### config.mk
export PLATFORM = sky130hd
export DESIGN_NAME = pgp_gpio_port
export DESIGN_NICKNAME = d
export VERILOG_FILES = /design/src/pgp_pkg.sv /design/src/pgp_pin_unit.sv /design/src/pgp_gpio_port.sv
export SDC_FILE = /design/constraint.sdc
export NUM_CORES = 1
export LEC_CHECK = 0
export BUFFER_PORTS_ARGS = -buffer_cell sky130_fd_sc_hd__buf_2
export CORE_UTILIZATION = 40
export DETAILED_ROUTE_END_ITERATION = 6
export GPL_TIMING_DRIVEN = 1
export PLACE_DENSITY = 0.72
export SLEW_MARGIN = 20
export SYNTH_ARGS = -nofsm -noshare
export SYNTH_HDL_FRONTEND = slang
export SYNTH_SLANG_ARGS = --single-unit
### constraint.sdc
create_clock -name ref_clk -period 3.2 [get_ports ref_clk]
set_clock_uncertainty 0.1 [all_clocks]
set_input_delay 0.64 -clock ref_clk [delete_from_list [all_inputs] [get_ports ref_clk]]
set_output_delay 0.64 -clock ref_clk [all_outputs]
set_load 0.02 [all_outputs]
### src/pgp_pkg.sv
package pgp_pkg;
    localparam int unsigned NUM_PINS      = 5;
    localparam logic [7:0] CMD_PIN_SET    = 8'h22;
    localparam logic [7:0] CMD_PIN_READ   = 8'h23;
    localparam logic [7:0] RSP_FLAG       = 8'h40;
    localparam logic [7:0] SET_LEN_VALUE  = 8'h02;
    localparam logic [7:0] SET_LEN_CONFIG = 8'h03;
    localparam logic [7:0] READ_LEN       = 8'h01;
    localparam logic [7:0] READ_RSP_LEN   = 8'h04;
    localparam logic [7:0] SET_RSP_LEN    = 8'h00;
    localparam logic [7:0] PWM_LAST_PHASE = 8'h63;
    localparam logic [3:0] CFG_FIELD_MASK = 4'hf;
    localparam int         CFG_FUNC_BIT   = 3;
    localparam logic [2:0] DRV_UP_PULLDN  = 3'h0;
    localparam logic [2:0] DRV_PUSH_FAST  = 3'h1;
    localparam logic [2:0] DRV_HIZ        = 3'h2;
    localparam logic [2:0] DRV_PULLUP_DN  = 3'h3;
    localparam logic [2:0] DRV_SLOW_UP    = 3'h4;
    localparam logic [2:0] DRV_PUSH_SLOW  = 3'h5;
    localparam logic [2:0] DRV_RESERVED   = 3'h6;
    localparam logic [2:0] DRV_SLOW_DN    = 3'h7;
    localparam logic [3:0] CFG_RST        = 4'h2;
    localparam logic [7:0] DUTY_RST       = 8'h00;
    localparam int         ST_LEVEL_BIT   = 0;
    localparam int         ST_FALL_BIT    = 1;
    localparam int         ST_RISE_BIT    = 2;
    localparam int         CLK_PERIOD_NS  = 40;
    localparam int         PWM_STEPS_N    = 100;
    localparam int         PWM_PERIOD_NS  = 10_000_000;
    localparam int         SAMPLE_PERIOD_NS = 31_250_000;
    localparam int         PWM_STEP_CYCLES = PWM_PERIOD_NS / (CLK_PERIOD_NS * PWM_STEPS_N);
    localparam int         SAMPLE_CYCLES  = SAMPLE_PERIOD_NS / CLK_PERIOD_NS;
    localparam int         STEP_CNT_W     = 12;
    localparam int         SAMPLE_CNT_W   = 20;
    localparam logic [7:0] REG_STATUS     = 8'h00;
    localparam logic [7:0] REG_MASK       = 8'h04;
    localparam logic [7:0] REG_LEVEL      = 8'h08;
    localparam int         STATUS_W       = 6;
    localparam int         STATUS_REJECT_BIT = 5;
    localparam logic [5:0] STATUS_RST     = 6'h00;
    localparam logic [5:0] MASK_RST       = 6'h00;
endpackage

### src/pgp_pin_unit.sv
`timescale 1ns/1ps
module pgp_pin_unit (
    input  wire logic       ref_clk,
    input  wire logic       rst_n,
    input  wire logic [7:0] duty,
    input  wire logic [3:0] cfg,
    input  wire logic [7:0] pwm_phase,
    input  wire logic       sample_tick,
    input  wire logic       pin_in,
    input  wire logic       alt_level,
    input  wire logic       flag_clear,
    output wire logic       level,
    output wire logic       rise,
    output wire logic       fall,
    output wire logic       edge_evt,
    output wire logic       drv_out,
    output wire logic       drv_oe,
    output wire logic       drv_pu,
    output wire logic       drv_pd,
    output wire logic       drv_slow
);
    import pgp_pkg::*;

    logic level_r;
    logic rise_r;
    logic fall_r;
    logic edge_r;
    logic out_r, oe_r, pu_r, pd_r, slow_r;
    logic out_nxt, oe_nxt, pu_nxt, pd_nxt, slow_nxt;

    // Phase runs 0..99, so duty 0 never drives high and duty 100 never drives low.
    wire logic pwm_level   = (duty > pwm_phase);
    wire logic drive_level = cfg[CFG_FUNC_BIT] ? pwm_level : alt_level;
    wire logic rise_now    = sample_tick & pin_in & ~level_r;
    wire logic fall_now    = sample_tick & ~pin_in & level_r;

    always_comb begin
        out_nxt  = drive_level;
        oe_nxt   = 1'b0;
        pu_nxt   = 1'b0;
        pd_nxt   = 1'b0;
        slow_nxt = 1'b0;
        case (cfg[2:0])
            DRV_UP_PULLDN: begin
                oe_nxt = drive_level;
                pd_nxt = ~drive_level;
            end
            DRV_PUSH_FAST: oe_nxt = 1'b1;
            DRV_PULLUP_DN: begin
                oe_nxt = ~drive_level;
                pu_nxt = drive_level;
            end
            DRV_SLOW_UP: begin
                oe_nxt   = drive_level;
                slow_nxt = 1'b1;
            end
            DRV_PUSH_SLOW: begin
                oe_nxt   = 1'b1;
                slow_nxt = 1'b1;
            end
            DRV_SLOW_DN: begin
                oe_nxt   = ~drive_level;
                slow_nxt = 1'b1;
            end
            // The reserved code is left floating, like plain input mode.
            default: oe_nxt = 1'b0;
        endcase
    end

    always_ff @(posedge ref_clk or negedge rst_n) begin
        if (!rst_n) begin
            level_r <= 1'b0;
            rise_r  <= 1'b0;
            fall_r  <= 1'b0;
            edge_r  <= 1'b0;
            out_r   <= 1'b0;
            oe_r    <= 1'b0;
            pu_r    <= 1'b0;
            pd_r    <= 1'b0;
            slow_r  <= 1'b0;
        end else begin
            if (sample_tick) begin
                level_r <= pin_in;
            end
            // A new edge in the clearing cycle survives the clear.
            rise_r <= rise_now | (rise_r & ~flag_clear);
            fall_r <= fall_now | (fall_r & ~flag_clear);
            edge_r <= rise_now | fall_now;
            out_r  <= out_nxt;
            oe_r   <= oe_nxt;
            pu_r   <= pu_nxt;
            pd_r   <= pd_nxt;
            slow_r <= slow_nxt;
        end
    end

    assign level    = level_r;
    assign rise     = rise_r;
    assign fall     = fall_r;
    assign edge_evt = edge_r;
    assign drv_out  = out_r;
    assign drv_oe   = oe_r;
    assign drv_pu   = pu_r;
    assign drv_pd   = pd_r;
    assign drv_slow = slow_r;
endmodule

### src/pgp_gpio_port.sv
// Function
// - Pin-set code 0x22; two payload bytes change only the pin's output level.
// - Three payload bytes also store the third byte as function and drive mode.
// - Level 0 drives low, 100 drives high; 101 to 255 are never sent.
// - Levels 1 to 99 give a 100 Hz PWM with that percent high time.
// - Drive mode codes select strong, slow, resistive or floating for each level.
// - Function bit 1 gives user control; 0 returns pin to shared function.
// - All pins are sampled at 32 Hz regardless of commands.
// - Sticky rise and fall flags per pin are cleared when reported.
// - Pin-read code 0x23 names one pin; the reply echoes that index first.
// - Second reply byte: level bit 0, falling bit 1, rising bit 2, rest zero.
// - Reported level is the sampled pin; pulses between samples are missed.
// - Third reply byte is the stored level, fourth the stored configuration.
// - Upper config bits in the read reply are always zero.
//
// Decided for this implementation: the register offsets and the address-and-strobe port.
`timescale 1ns/1ps
module pgp_gpio_port #(
    parameter int SAMPLE_CYCLES = pgp_pkg::SAMPLE_CYCLES
) (
    input  wire logic                               ref_clk,
    input  wire logic                               rst_n,
    input  wire logic                               cmd_valid,
    input  wire logic [7:0]                         cmd_type,
    input  wire logic [7:0]                         cmd_len,
    input  wire logic [7:0]                         cmd_data0,
    input  wire logic [7:0]                         cmd_data1,
    input  wire logic [7:0]                         cmd_data2,
    output wire logic                               rsp_valid,
    output wire logic [7:0]                         rsp_type,
    output wire logic [7:0]                         rsp_len,
    output wire logic [7:0]                         rsp_data0,
    output wire logic [7:0]                         rsp_data1,
    output wire logic [7:0]                         rsp_data2,
    output wire logic [7:0]                         rsp_data3,
    input  wire logic [pgp_pkg::NUM_PINS-1:0]       pin_in,
    input  wire logic [pgp_pkg::NUM_PINS-1:0]       alt_level,
    output wire logic [pgp_pkg::NUM_PINS-1:0]       pin_out,
    output wire logic [pgp_pkg::NUM_PINS-1:0]       pin_oe,
    output wire logic [pgp_pkg::NUM_PINS-1:0]       pin_pull_up,
    output wire logic [pgp_pkg::NUM_PINS-1:0]       pin_pull_down,
    output wire logic [pgp_pkg::NUM_PINS-1:0]       pin_slow,
    output wire logic [pgp_pkg::NUM_PINS-1:0]       pin_user_ctl,
    input  wire logic [7:0]                         reg_addr,
    input  wire logic [31:0]                        reg_wdata,
    input  wire logic                               reg_wr,
    input  wire logic                               reg_rd,
    output wire logic [31:0]                        reg_rdata,
    output wire logic                               irq
);
    import pgp_pkg::*;

    localparam logic [SAMPLE_CNT_W-1:0] SAMPLE_LAST = SAMPLE_CNT_W'(SAMPLE_CYCLES - 1);
    localparam logic [STEP_CNT_W-1:0]   STEP_LAST   = STEP_CNT_W'(PWM_STEP_CYCLES - 1);
    localparam logic [7:0]              PIN_COUNT   = 8'(NUM_PINS);

    // Stored per-pin settings.
    logic [7:0] duty_r [NUM_PINS];
    logic [3:0] cfg_r  [NUM_PINS];

    // Shared timebase.
    logic [STEP_CNT_W-1:0]   step_cnt_r;
    logic [7:0]              phase_r;
    logic [SAMPLE_CNT_W-1:0] sample_cnt_r;
    logic                    sample_tick_r;

    // Reply registers.
    logic       rsp_valid_r;
    logic [7:0] rsp_type_r;
    logic [7:0] rsp_len_r;
    logic [7:0] rsp_data0_r;
    logic [7:0] rsp_data1_r;
    logic [7:0] rsp_data2_r;
    logic [7:0] rsp_data3_r;

    // Register bus state.
    logic [STATUS_W-1:0] status_r;
    logic [STATUS_W-1:0] status_nxt;
    logic [STATUS_W-1:0] mask_r;
    logic [31:0]         rdata_r;
    logic                irq_r;

    // Per-pin results from the pin units.
    logic [NUM_PINS-1:0] level_w;
    logic [NUM_PINS-1:0] rise_w;
    logic [NUM_PINS-1:0] fall_w;
    logic [NUM_PINS-1:0] edge_w;
    logic [NUM_PINS-1:0] clear_w;

    // Command decode.
    wire logic       idx_ok     = (cmd_data0 < PIN_COUNT);
    wire logic [2:0] idx        = cmd_data0[2:0];
    wire logic       is_set     = cmd_valid && (cmd_type == CMD_PIN_SET);
    wire logic       is_read    = cmd_valid && (cmd_type == CMD_PIN_READ);
    wire logic       set_len_ok = (cmd_len == SET_LEN_VALUE) || (cmd_len == SET_LEN_CONFIG);
    wire logic       set_hit    = is_set && set_len_ok && idx_ok;
    wire logic       set_cfg    = set_hit && (cmd_len == SET_LEN_CONFIG);
    wire logic       read_hit   = is_read && (cmd_len == READ_LEN) && idx_ok;
    wire logic       reject     = (is_set && !set_hit) || (is_read && !read_hit);

    // Reply fields for a read, taken from the selected pin before its flags clear.
    wire logic       sel_level  = level_w[idx];
    wire logic       sel_rise   = rise_w[idx];
    wire logic       sel_fall   = fall_w[idx];
    wire logic [7:0] status_byte = {5'h00, sel_rise, sel_fall, sel_level};
    wire logic [7:0] cfg_byte    = {4'h0, cfg_r[idx] & CFG_FIELD_MASK};

    // Register bus decode.
    wire logic hit_status = (reg_addr == REG_STATUS);
    wire logic hit_mask   = (reg_addr == REG_MASK);
    wire logic hit_level  = (reg_addr == REG_LEVEL);
    wire logic wr_status  = reg_wr && hit_status;
    wire logic wr_mask    = reg_wr && hit_mask;
    wire logic [STATUS_W-1:0] status_set = {reject, edge_w};
    wire logic [31:0] rd_mux =
        hit_status ? {{(32-STATUS_W){1'b0}}, status_r} :
        hit_mask   ? {{(32-STATUS_W){1'b0}}, mask_r} :
        hit_level  ? {{(32-NUM_PINS){1'b0}}, level_w} :
                     32'h0000_0000;

    // Reported flags clear only on the pin that is read.
    assign clear_w = read_hit ? NUM_PINS'(1) << idx : '0;

    // A set arriving with the write-one clear wins, so no event is lost.
    assign status_nxt = status_set | (status_r & ~(wr_status ? reg_wdata[STATUS_W-1:0] : '0));

    // Step counter divides the clock into 1 percent PWM slices, 100 slices per period.
    always_ff @(posedge ref_clk or negedge rst_n) begin
        if (!rst_n) begin
            step_cnt_r <= '0;
            phase_r    <= 8'h00;
        end else if (step_cnt_r == STEP_LAST) begin
            step_cnt_r <= '0;
            phase_r    <= (phase_r == PWM_LAST_PHASE) ? 8'h00 : phase_r + 8'h01;
        end else begin
            step_cnt_r <= step_cnt_r + STEP_CNT_W'(1);
        end
    end

    // Sampling runs free; host traffic never delays or resynchronises it.
    always_ff @(posedge ref_clk or negedge rst_n) begin
        if (!rst_n) begin
            sample_cnt_r  <= '0;
            sample_tick_r <= 1'b0;
        end else begin
            sample_tick_r <= (sample_cnt_r == SAMPLE_LAST);
            sample_cnt_r  <= (sample_cnt_r == SAMPLE_LAST) ? '0 :
                             sample_cnt_r + SAMPLE_CNT_W'(1);
        end
    end

    // Configuration storage; a two-byte set leaves the configuration untouched.
    always_ff @(posedge ref_clk or negedge rst_n) begin
        if (!rst_n) begin
            for (int i = 0; i < NUM_PINS; i++) begin
                duty_r[i] <= DUTY_RST;
                cfg_r[i]  <= CFG_RST;
            end
        end else begin
            if (set_hit) begin
                duty_r[idx] <= cmd_data1;
            end
            if (set_cfg) begin
                cfg_r[idx] <= cmd_data2[3:0] & CFG_FIELD_MASK;
            end
        end
    end

    // Replies come one cycle after the command; other codes get no reply here.
    always_ff @(posedge ref_clk or negedge rst_n) begin
        if (!rst_n) begin
            rsp_valid_r <= 1'b0;
            rsp_type_r  <= 8'h00;
            rsp_len_r   <= 8'h00;
            rsp_data0_r <= 8'h00;
            rsp_data1_r <= 8'h00;
            rsp_data2_r <= 8'h00;
            rsp_data3_r <= 8'h00;
        end else begin
            rsp_valid_r <= set_hit || read_hit;
            if (set_hit) begin
                rsp_type_r  <= CMD_PIN_SET | RSP_FLAG;
                rsp_len_r   <= SET_RSP_LEN;
                rsp_data0_r <= 8'h00;
                rsp_data1_r <= 8'h00;
                rsp_data2_r <= 8'h00;
                rsp_data3_r <= 8'h00;
            end else if (read_hit) begin
                rsp_type_r  <= CMD_PIN_READ | RSP_FLAG;
                rsp_len_r   <= READ_RSP_LEN;
                rsp_data0_r <= cmd_data0;
                rsp_data1_r <= status_byte;
                rsp_data2_r <= duty_r[idx];
                rsp_data3_r <= cfg_byte;
            end
        end
    end

    // Status, mask and read data for the register port.
    always_ff @(posedge ref_clk or negedge rst_n) begin
        if (!rst_n) begin
            status_r <= STATUS_RST;
            mask_r   <= MASK_RST;
            rdata_r  <= 32'h0000_0000;
            irq_r    <= 1'b0;
        end else begin
            status_r <= status_nxt;
            if (wr_mask) begin
                mask_r <= reg_wdata[STATUS_W-1:0];
            end
            rdata_r <= reg_rd ? rd_mux : 32'h0000_0000;
            irq_r   <= |(status_nxt & (wr_mask ? reg_wdata[STATUS_W-1:0] : mask_r));
        end
    end

    // One pin unit per pin: PWM, drive decode and the sampled edge tracker.
    genvar g;
    generate
        for (g = 0; g < NUM_PINS; g++) begin : gen_pin
            pgp_pin_unit u_pin (
                .ref_clk     (ref_clk),
                .rst_n       (rst_n),
                .duty        (duty_r[g]),
                .cfg         (cfg_r[g]),
                .pwm_phase   (phase_r),
                .sample_tick (sample_tick_r),
                .pin_in      (pin_in[g]),
                .alt_level   (alt_level[g]),
                .flag_clear  (clear_w[g]),
                .level       (level_w[g]),
                .rise        (rise_w[g]),
                .fall        (fall_w[g]),
                .edge_evt    (edge_w[g]),
                .drv_out     (pin_out[g]),
                .drv_oe      (pin_oe[g]),
                .drv_pu      (pin_pull_up[g]),
                .drv_pd      (pin_pull_down[g]),
                .drv_slow    (pin_slow[g])
            );
            assign pin_user_ctl[g] = cfg_r[g][CFG_FUNC_BIT];
        end
    endgenerate

    assign rsp_valid = rsp_valid_r;
    assign rsp_type  = rsp_type_r;
    assign rsp_len   = rsp_len_r;
    assign rsp_data0 = rsp_data0_r;
    assign rsp_data1 = rsp_data1_r;
    assign rsp_data2 = rsp_data2_r;
    assign rsp_data3 = rsp_data3_r;
    assign reg_rdata = rdata_r;
    assign irq       = irq_r;
endmodule

[Yosys cells after proc, flatten, opt, wreduce, memory -nomap -nowiden]
Cells that the tools add are included.
W data, S select, Z words.
Word-level totals
  bits in registers: 214
  input bits: 95
  output and inout bits: 112
  logic and storage cells: 298
Operators by class
  add/subtract/negate cells: 3
  magnitude comparators: 9
  equal/unequal tests: 35
  shift-type cells: 1
  muxes and demuxes: 65
  bitwise operators: 70
  reduce and logical (&&, ||, !) cells: 45
Operator list (count)
  $mux W8: 16
  $eq A3 B3 Y1 const B: 15
  $bwmux W40: 1
  $gt A8 B8 Y1: 5
  $and A1 B1 Y1: 30
  $mux W6: 5
  $reduce_or A2 Y1: 15
  $bmux W8 S3: 1
  $demux W8 S3: 1
  $mux W1: 23
  $add A20 B1 Y20 const B: 1
  $bwmux W20: 1
  $eq A20 B20 Y1 const B: 1
  $mux W20: 1
  $not A1 Y1: 20
  $eq A8 B2 Y1 const B: 2
  $eq A8 B6 Y1 const B: 2
  $eq A3 B1 Y1 const B: 5
  $eq A3 B2 Y1 const B: 5
  $logic_not A3 Y1: 5
  $or A1 B1 Y1: 15
  $pmux W1 S3: 5
  $reduce_or A3 Y1: 5
  $add A12 B1 Y12 const B: 1
  27 further kinds: 47

[Depth between registers and ports, before layout]
  word-level depth: 10
  mapped depth: 8
  gate-level depth less buffers: 8

[Modules after synthesis]
Synthesis repeated with hierarchy kept, for this count alone.
Second synthesis, totals
  cell total of the unflattened synthesis: 948
  area, all modules: 9983.3 um^2
By module, submodules not included
  pgp_gpio_port: times used 1, cells each 643, area an instance 7136.8 um^2, sequential area each 3659.8 um^2
  pgp_pin_unit: times used 5, cells each 61, area an instance 569.3 um^2, sequential area each 225.2 um^2

[Worst setup path before layout]
No wires, ideal clock.
  path type: input to register
  from: input port reg_addr[1]
  to: register irq_r, in the netlist irq
  setup time: 0.139 ns
  data arrival time: 2.523 ns
  required time: 2.961 ns
  setup slack: 0.438 ns
  stages on the path: 6
  path buffers: 0
  cells stage by stage: or4_4 -> nor3_4 -> nand2_4 -> mux2_4 -> a222oi_1 -> or4b_1
On the way
  word-level cells in the longest chain between the ends: 8
  elaborated cells on any way between the ends: 11
  those cells by class: eq/ne: 1; mux: 2; bitwise: 4; reduce/logical: 4
RTL lines
  from (decl): RTL line pgp_gpio_port.sv:44  | input wire logic [7:0] reg_addr,
  $logic_not A8 Y1: RTL line pgp_gpio_port.sv:109  | wire logic hit_status = (reg_addr == REG_STATUS);
  $logic_and A1 B1 Y1: RTL line pgp_gpio_port.sv:112  | wire logic wr_status = reg_wr && hit_status;
  $mux W6: RTL line pgp_gpio_port.sv:125  | assign status_nxt = status_set | (status_r & ~(wr_status ? reg_wdata[STATUS_W-1:0] : '0));
  $not A6 Y6: RTL line pgp_gpio_port.sv:125
  $and A6 B6 Y6: RTL line pgp_gpio_port.sv:125
  $or A6 B6 Y6: RTL line pgp_gpio_port.sv:125
  $and A6 B6 Y6 (*): RTL line pgp_gpio_port.sv:212  | irq_r <= |(status_nxt & (wr_mask ? reg_wdata[STATUS_W-1:0] : mask_r));
  $reduce_or A6 Y1 (*): RTL line pgp_gpio_port.sv:212
  to (signal assigned): RTL line pgp_gpio_port.sv:212
  to (decl): RTL line pgp_gpio_port.sv:81  | logic irq_r;
Every way passes the cells marked *; elsewhere a longest branch is shown, timed or not.
A chain may end at the register's enable or synchronous reset.

[Worst setup path after layout]
Ends and elaborated chain as after synthesis.

==> results_dict.tcl <==
set metrics [dict create \
    outcome "complete, no violations" \
    globalRouteOverflowTotal 0 \
    worst_setup_path_start_kind "primary input" \
    final_layout_size_suffix_gt1_share_pct 20.9 \
    num_rows 56 \
    grtUsageTotal_pct 18.7 \
    yosysSeqAreaShare_pct 49.5 \
    vias 6903 \
    drtIter0Drc 365 \
    use_met3_pct 4.16 \
    r2r-end "gen_pin[3].u_pin.drv_pu" \
    cp_cell_sequence "buf_2 > or4_4 > nor3_4 > nand2_4 > mux2_4 > a222oi_1 > or4b_1" \
    worst-r2r-cell-count 8 \
    avgSynthCellArea_um2 10.9 \
    reg2reg_slack_ps 820 \
    avgViaCountPerCell 5.17 \
    start_util_pct 41.0 \
    ant_nets 0 \
    gr-usage-met2_pct 31.5 \
    grt_pass1_vias 6660 \
    hold_viol 0 \
    final_area_um2 11000 \
    crit_type "in2reg" \
    setup_viol 0 \
    drc 0 \
    vdd_drop_max_mv 0.312 \
    dieArea_um2 24800 \
    worst-slew-pin-transition_ps 912 \
    core_um2 23600 \
    syn-cell-area_um2 9680 \
    finalCriticalPeriod_ps 2560 \
    syn_to_final_growth_pct 13.7 \
    cts_tree "yes" \
    cp.arrival_ps 2770 \
    cts-root-buf "clkbuf_16" \
    place.gp.congestion 0.837 \
    place_area_um2 10400 \
    period_share_pct 80.1 \
    finalNetCount 1139 \
    io_buffers 130 \
    cts-buffers-inserted 17 \
    dr.pass1.iters 5 \
    synth_edf_count 0 \
    antenna_found_initial 4 \
    path_max_fanout 10 \
    rsz0062_at_grt "no" \
    yosys.area.top_type "dfrtp_1" \
    hold_buffers 0 \
    hpwl_um 16500 \
    grtUsageMet1_pct 23.7 \
    synth_top_flop_cell "dfrtp_1" \
    fmax_mhz 390 \
    async_reset_ff_share_pct 100 \
    synth_seq_cells 191 \
    drv_cap 0 \
    cts_sinks 191 \
    clk-insertion-delay-late_ps 430 \
    crit_slowest_cell "or4_4" \
    synthCells 887 \
    synth_top_area_share_pct 48.1 \
    slew_headroom_pct 39.2 \
    yosys_warnings 0 \
    final_max_slew_viol_count 0 \
    setup_tns_ps 0 \
    io_pins 207 \
    p_leak_nw 5.55 \
    grt_max_degree 92 \
    post_cts_buffers 0 \
    clk_pin_slew_ps 70 \
    wl_um 22200 \
    endpoint_kind "flip-flop" \
    p_per_area_nw_per_um2 444 \
    r2r-start "phase_r[1]" \
    cpPeakStageDelay_ps 580 \
    crit_required_ps 3410 \
    ctsResizeCount 0 \
    die_h_um 158 \
    synthTopCellsByArea "dfrtp_1 (48%), mux2_1 (6.2%), buf_4 (6.1%)" \
    grt-busiest-layer "met2" \
    wire_per_inst_um 16.7 \
    clockBufferDepth 2 \
    ys_types 59 \
    hp-class "in2async" \
    grt_pass1_wl_um 35200 \
    cts_max_level 4 \
    die_x_um 158 \
]
## report_power, final
part	total, mW	leakage [nW]	internal (mW)	switching [mW]
Sequential	2.44	2.52	2.43	0.00718
Clock	2.16	0.285	1.18	0.975
Combinational	0.293	2.75	0.0843	0.208
Total	4.89	5.55	3.69	1.19
## cells in the mapped netlist, types with 3 or more instances
| cell type | count |
|---|---|
| and3_1 | 16 |
| mux2i_1 | 18 |
| nand3_1 | 19 |
| mux2_1 | 53 |
| o221ai_1 | 12 |
| mux2_2 | 11 |
| buf_2 | 4 |
| and4b_1 | 5 |
| a21boi_0 | 5 |
| nor4b_1 | 3 |
| nand3b_1 | 4 |
| xor2_1 | 17 |
| nand4_1 | 17 |
| o21ai_1 | 33 |
| nor3_1 | 13 |
| o21ai_0 | 18 |
| nor2_1 | 38 |
| and2_1 | 14 |
| o32a_1 | 4 |
| o211ai_1 | 4 |
| nand2_1 | 80 |
| o22ai_1 | 15 |
| o2bb2ai_1 | 6 |
| ha_1 | 44 |
| nor2b_1 | 8 |
| a21o_1 | 7 |
| dfrtp_1 | 186 |
| clkbuf_1 | 19 |
| dfstp_2 | 5 |
| a21oi_1 | 31 |
| inv_1 | 32 |
| xnor2_1 | 16 |
| nand2b_1 | 7 |
| mux4_2 | 3 |
| or3_1 | 5 |
| buf_4 | 79 |
| nor4_1 | 9 |
## sequential cells by signal, summed over array words and instances, names as in the netlist, 6 cells and up
register      cells
cfg_r            15
step_cnt_r       12
reg_rdata         6
sample_cnt_r     20
status_r          6
rsp_data0         8
phase_r           8
mask_r            6
duty_r           40
rsp_data2         8
## routing by layer
layer,up-vias,part of all wire (%),wire (um)
met5,-,0.036,8
met4,2,1.6,358
met3,33,5.9,1320
met2,219,49,10900
met1,3388,43,9650
li1,3261,-,-
## worst max-delay path by stage
stage / startpoint / to / slack [ps] / depth (start not counted)
6_report: reg_addr[1] / irq / 640 / 7
4_1_cts: reg_addr[1] / irq / 650 / 7
3_5_place_dp: reg_addr[1] / irq / 180 / 7
2_1_floorplan: reg_addr[1] / irq / 440 / 6
5_1_grt: phase_r[1] / gen_pin[3].u_pin.drv_pd / 520 / 8
3_3_place_gp: reg_addr[1] / irq / 190 / 7
## worst max-delay path: cells and delay by family
kind            cells  cell delay [ps]
compound gates      1              350
buf+inv             1              100
mux                 1              340
simple gates        4             1340
## cell usage in the layout, fill, tap and decap left out, types with 19 or more instances in the layout
cell type / count
dfrtp_1: 186
nand3_1: 19
buf_4: 21
mux2_1: 53
conb_1: 46
nor2_1: 38
inv_1: 32
a21oi_1: 31
nand2_1: 80
ha_1: 44
buf_2: 129
o21ai_1: 33
## metrics by stage
step | setup WS [ps] | utilization (%) | power [mW] | hold slack (ps) | cells
final | 638 | 46.6 | 4.89 | 170 | 1335
after global placement | 186 | 44.0 | 2.77 | 338 | 1300
after CTS | 645 | 46.6 | 4.94 | 212 | 1332
after global routing | 519 | 46.6 | 5.06 | 250 | 1332
after detailed placement | 185 | 44.0 | 2.78 | 349 | 1300
after floorplan | 438 | - | 2.68 | 244 | 932
## cell type report
class / instances / area [um^2]
Fill cell: 2159 / 12600
Timing Repair Buffer: 152 / 837
Inverter: 33 / 124
Clock inverter: 14 / 174
Multi-Input combinational cell: 605 / 4250
Sequential cell: 191 / 4790
Tap cell: 319 / 399
Antenna cell: 3 / 7.51
Clock buffer: 18 / 429
## kinds of logic (layout without fill, tap and decap cells)
| kind of cell | Yosys count | in the layout | share of synthesized area (%) |
|---|---|---|---|
| AO/OA/AOI/OAI | 145 | 145 | 9.39 |
| XOR/XNOR | 33 | 33 | 2.99 |
| adder cells (fa/ha/maj) | 44 | 44 | 5.69 |
| buffers and inverters | 136 | 217 | 8.39 |
| flip-flops | 191 | 191 | 49.5 |
| multiplexers | 87 | 87 | 10.3 |
| other | 1 | 49 | 0.0387 |
| AND/OR/NAND/NOR | 250 | 250 | 13.7 |
Power figures use the tool's default switching activity.
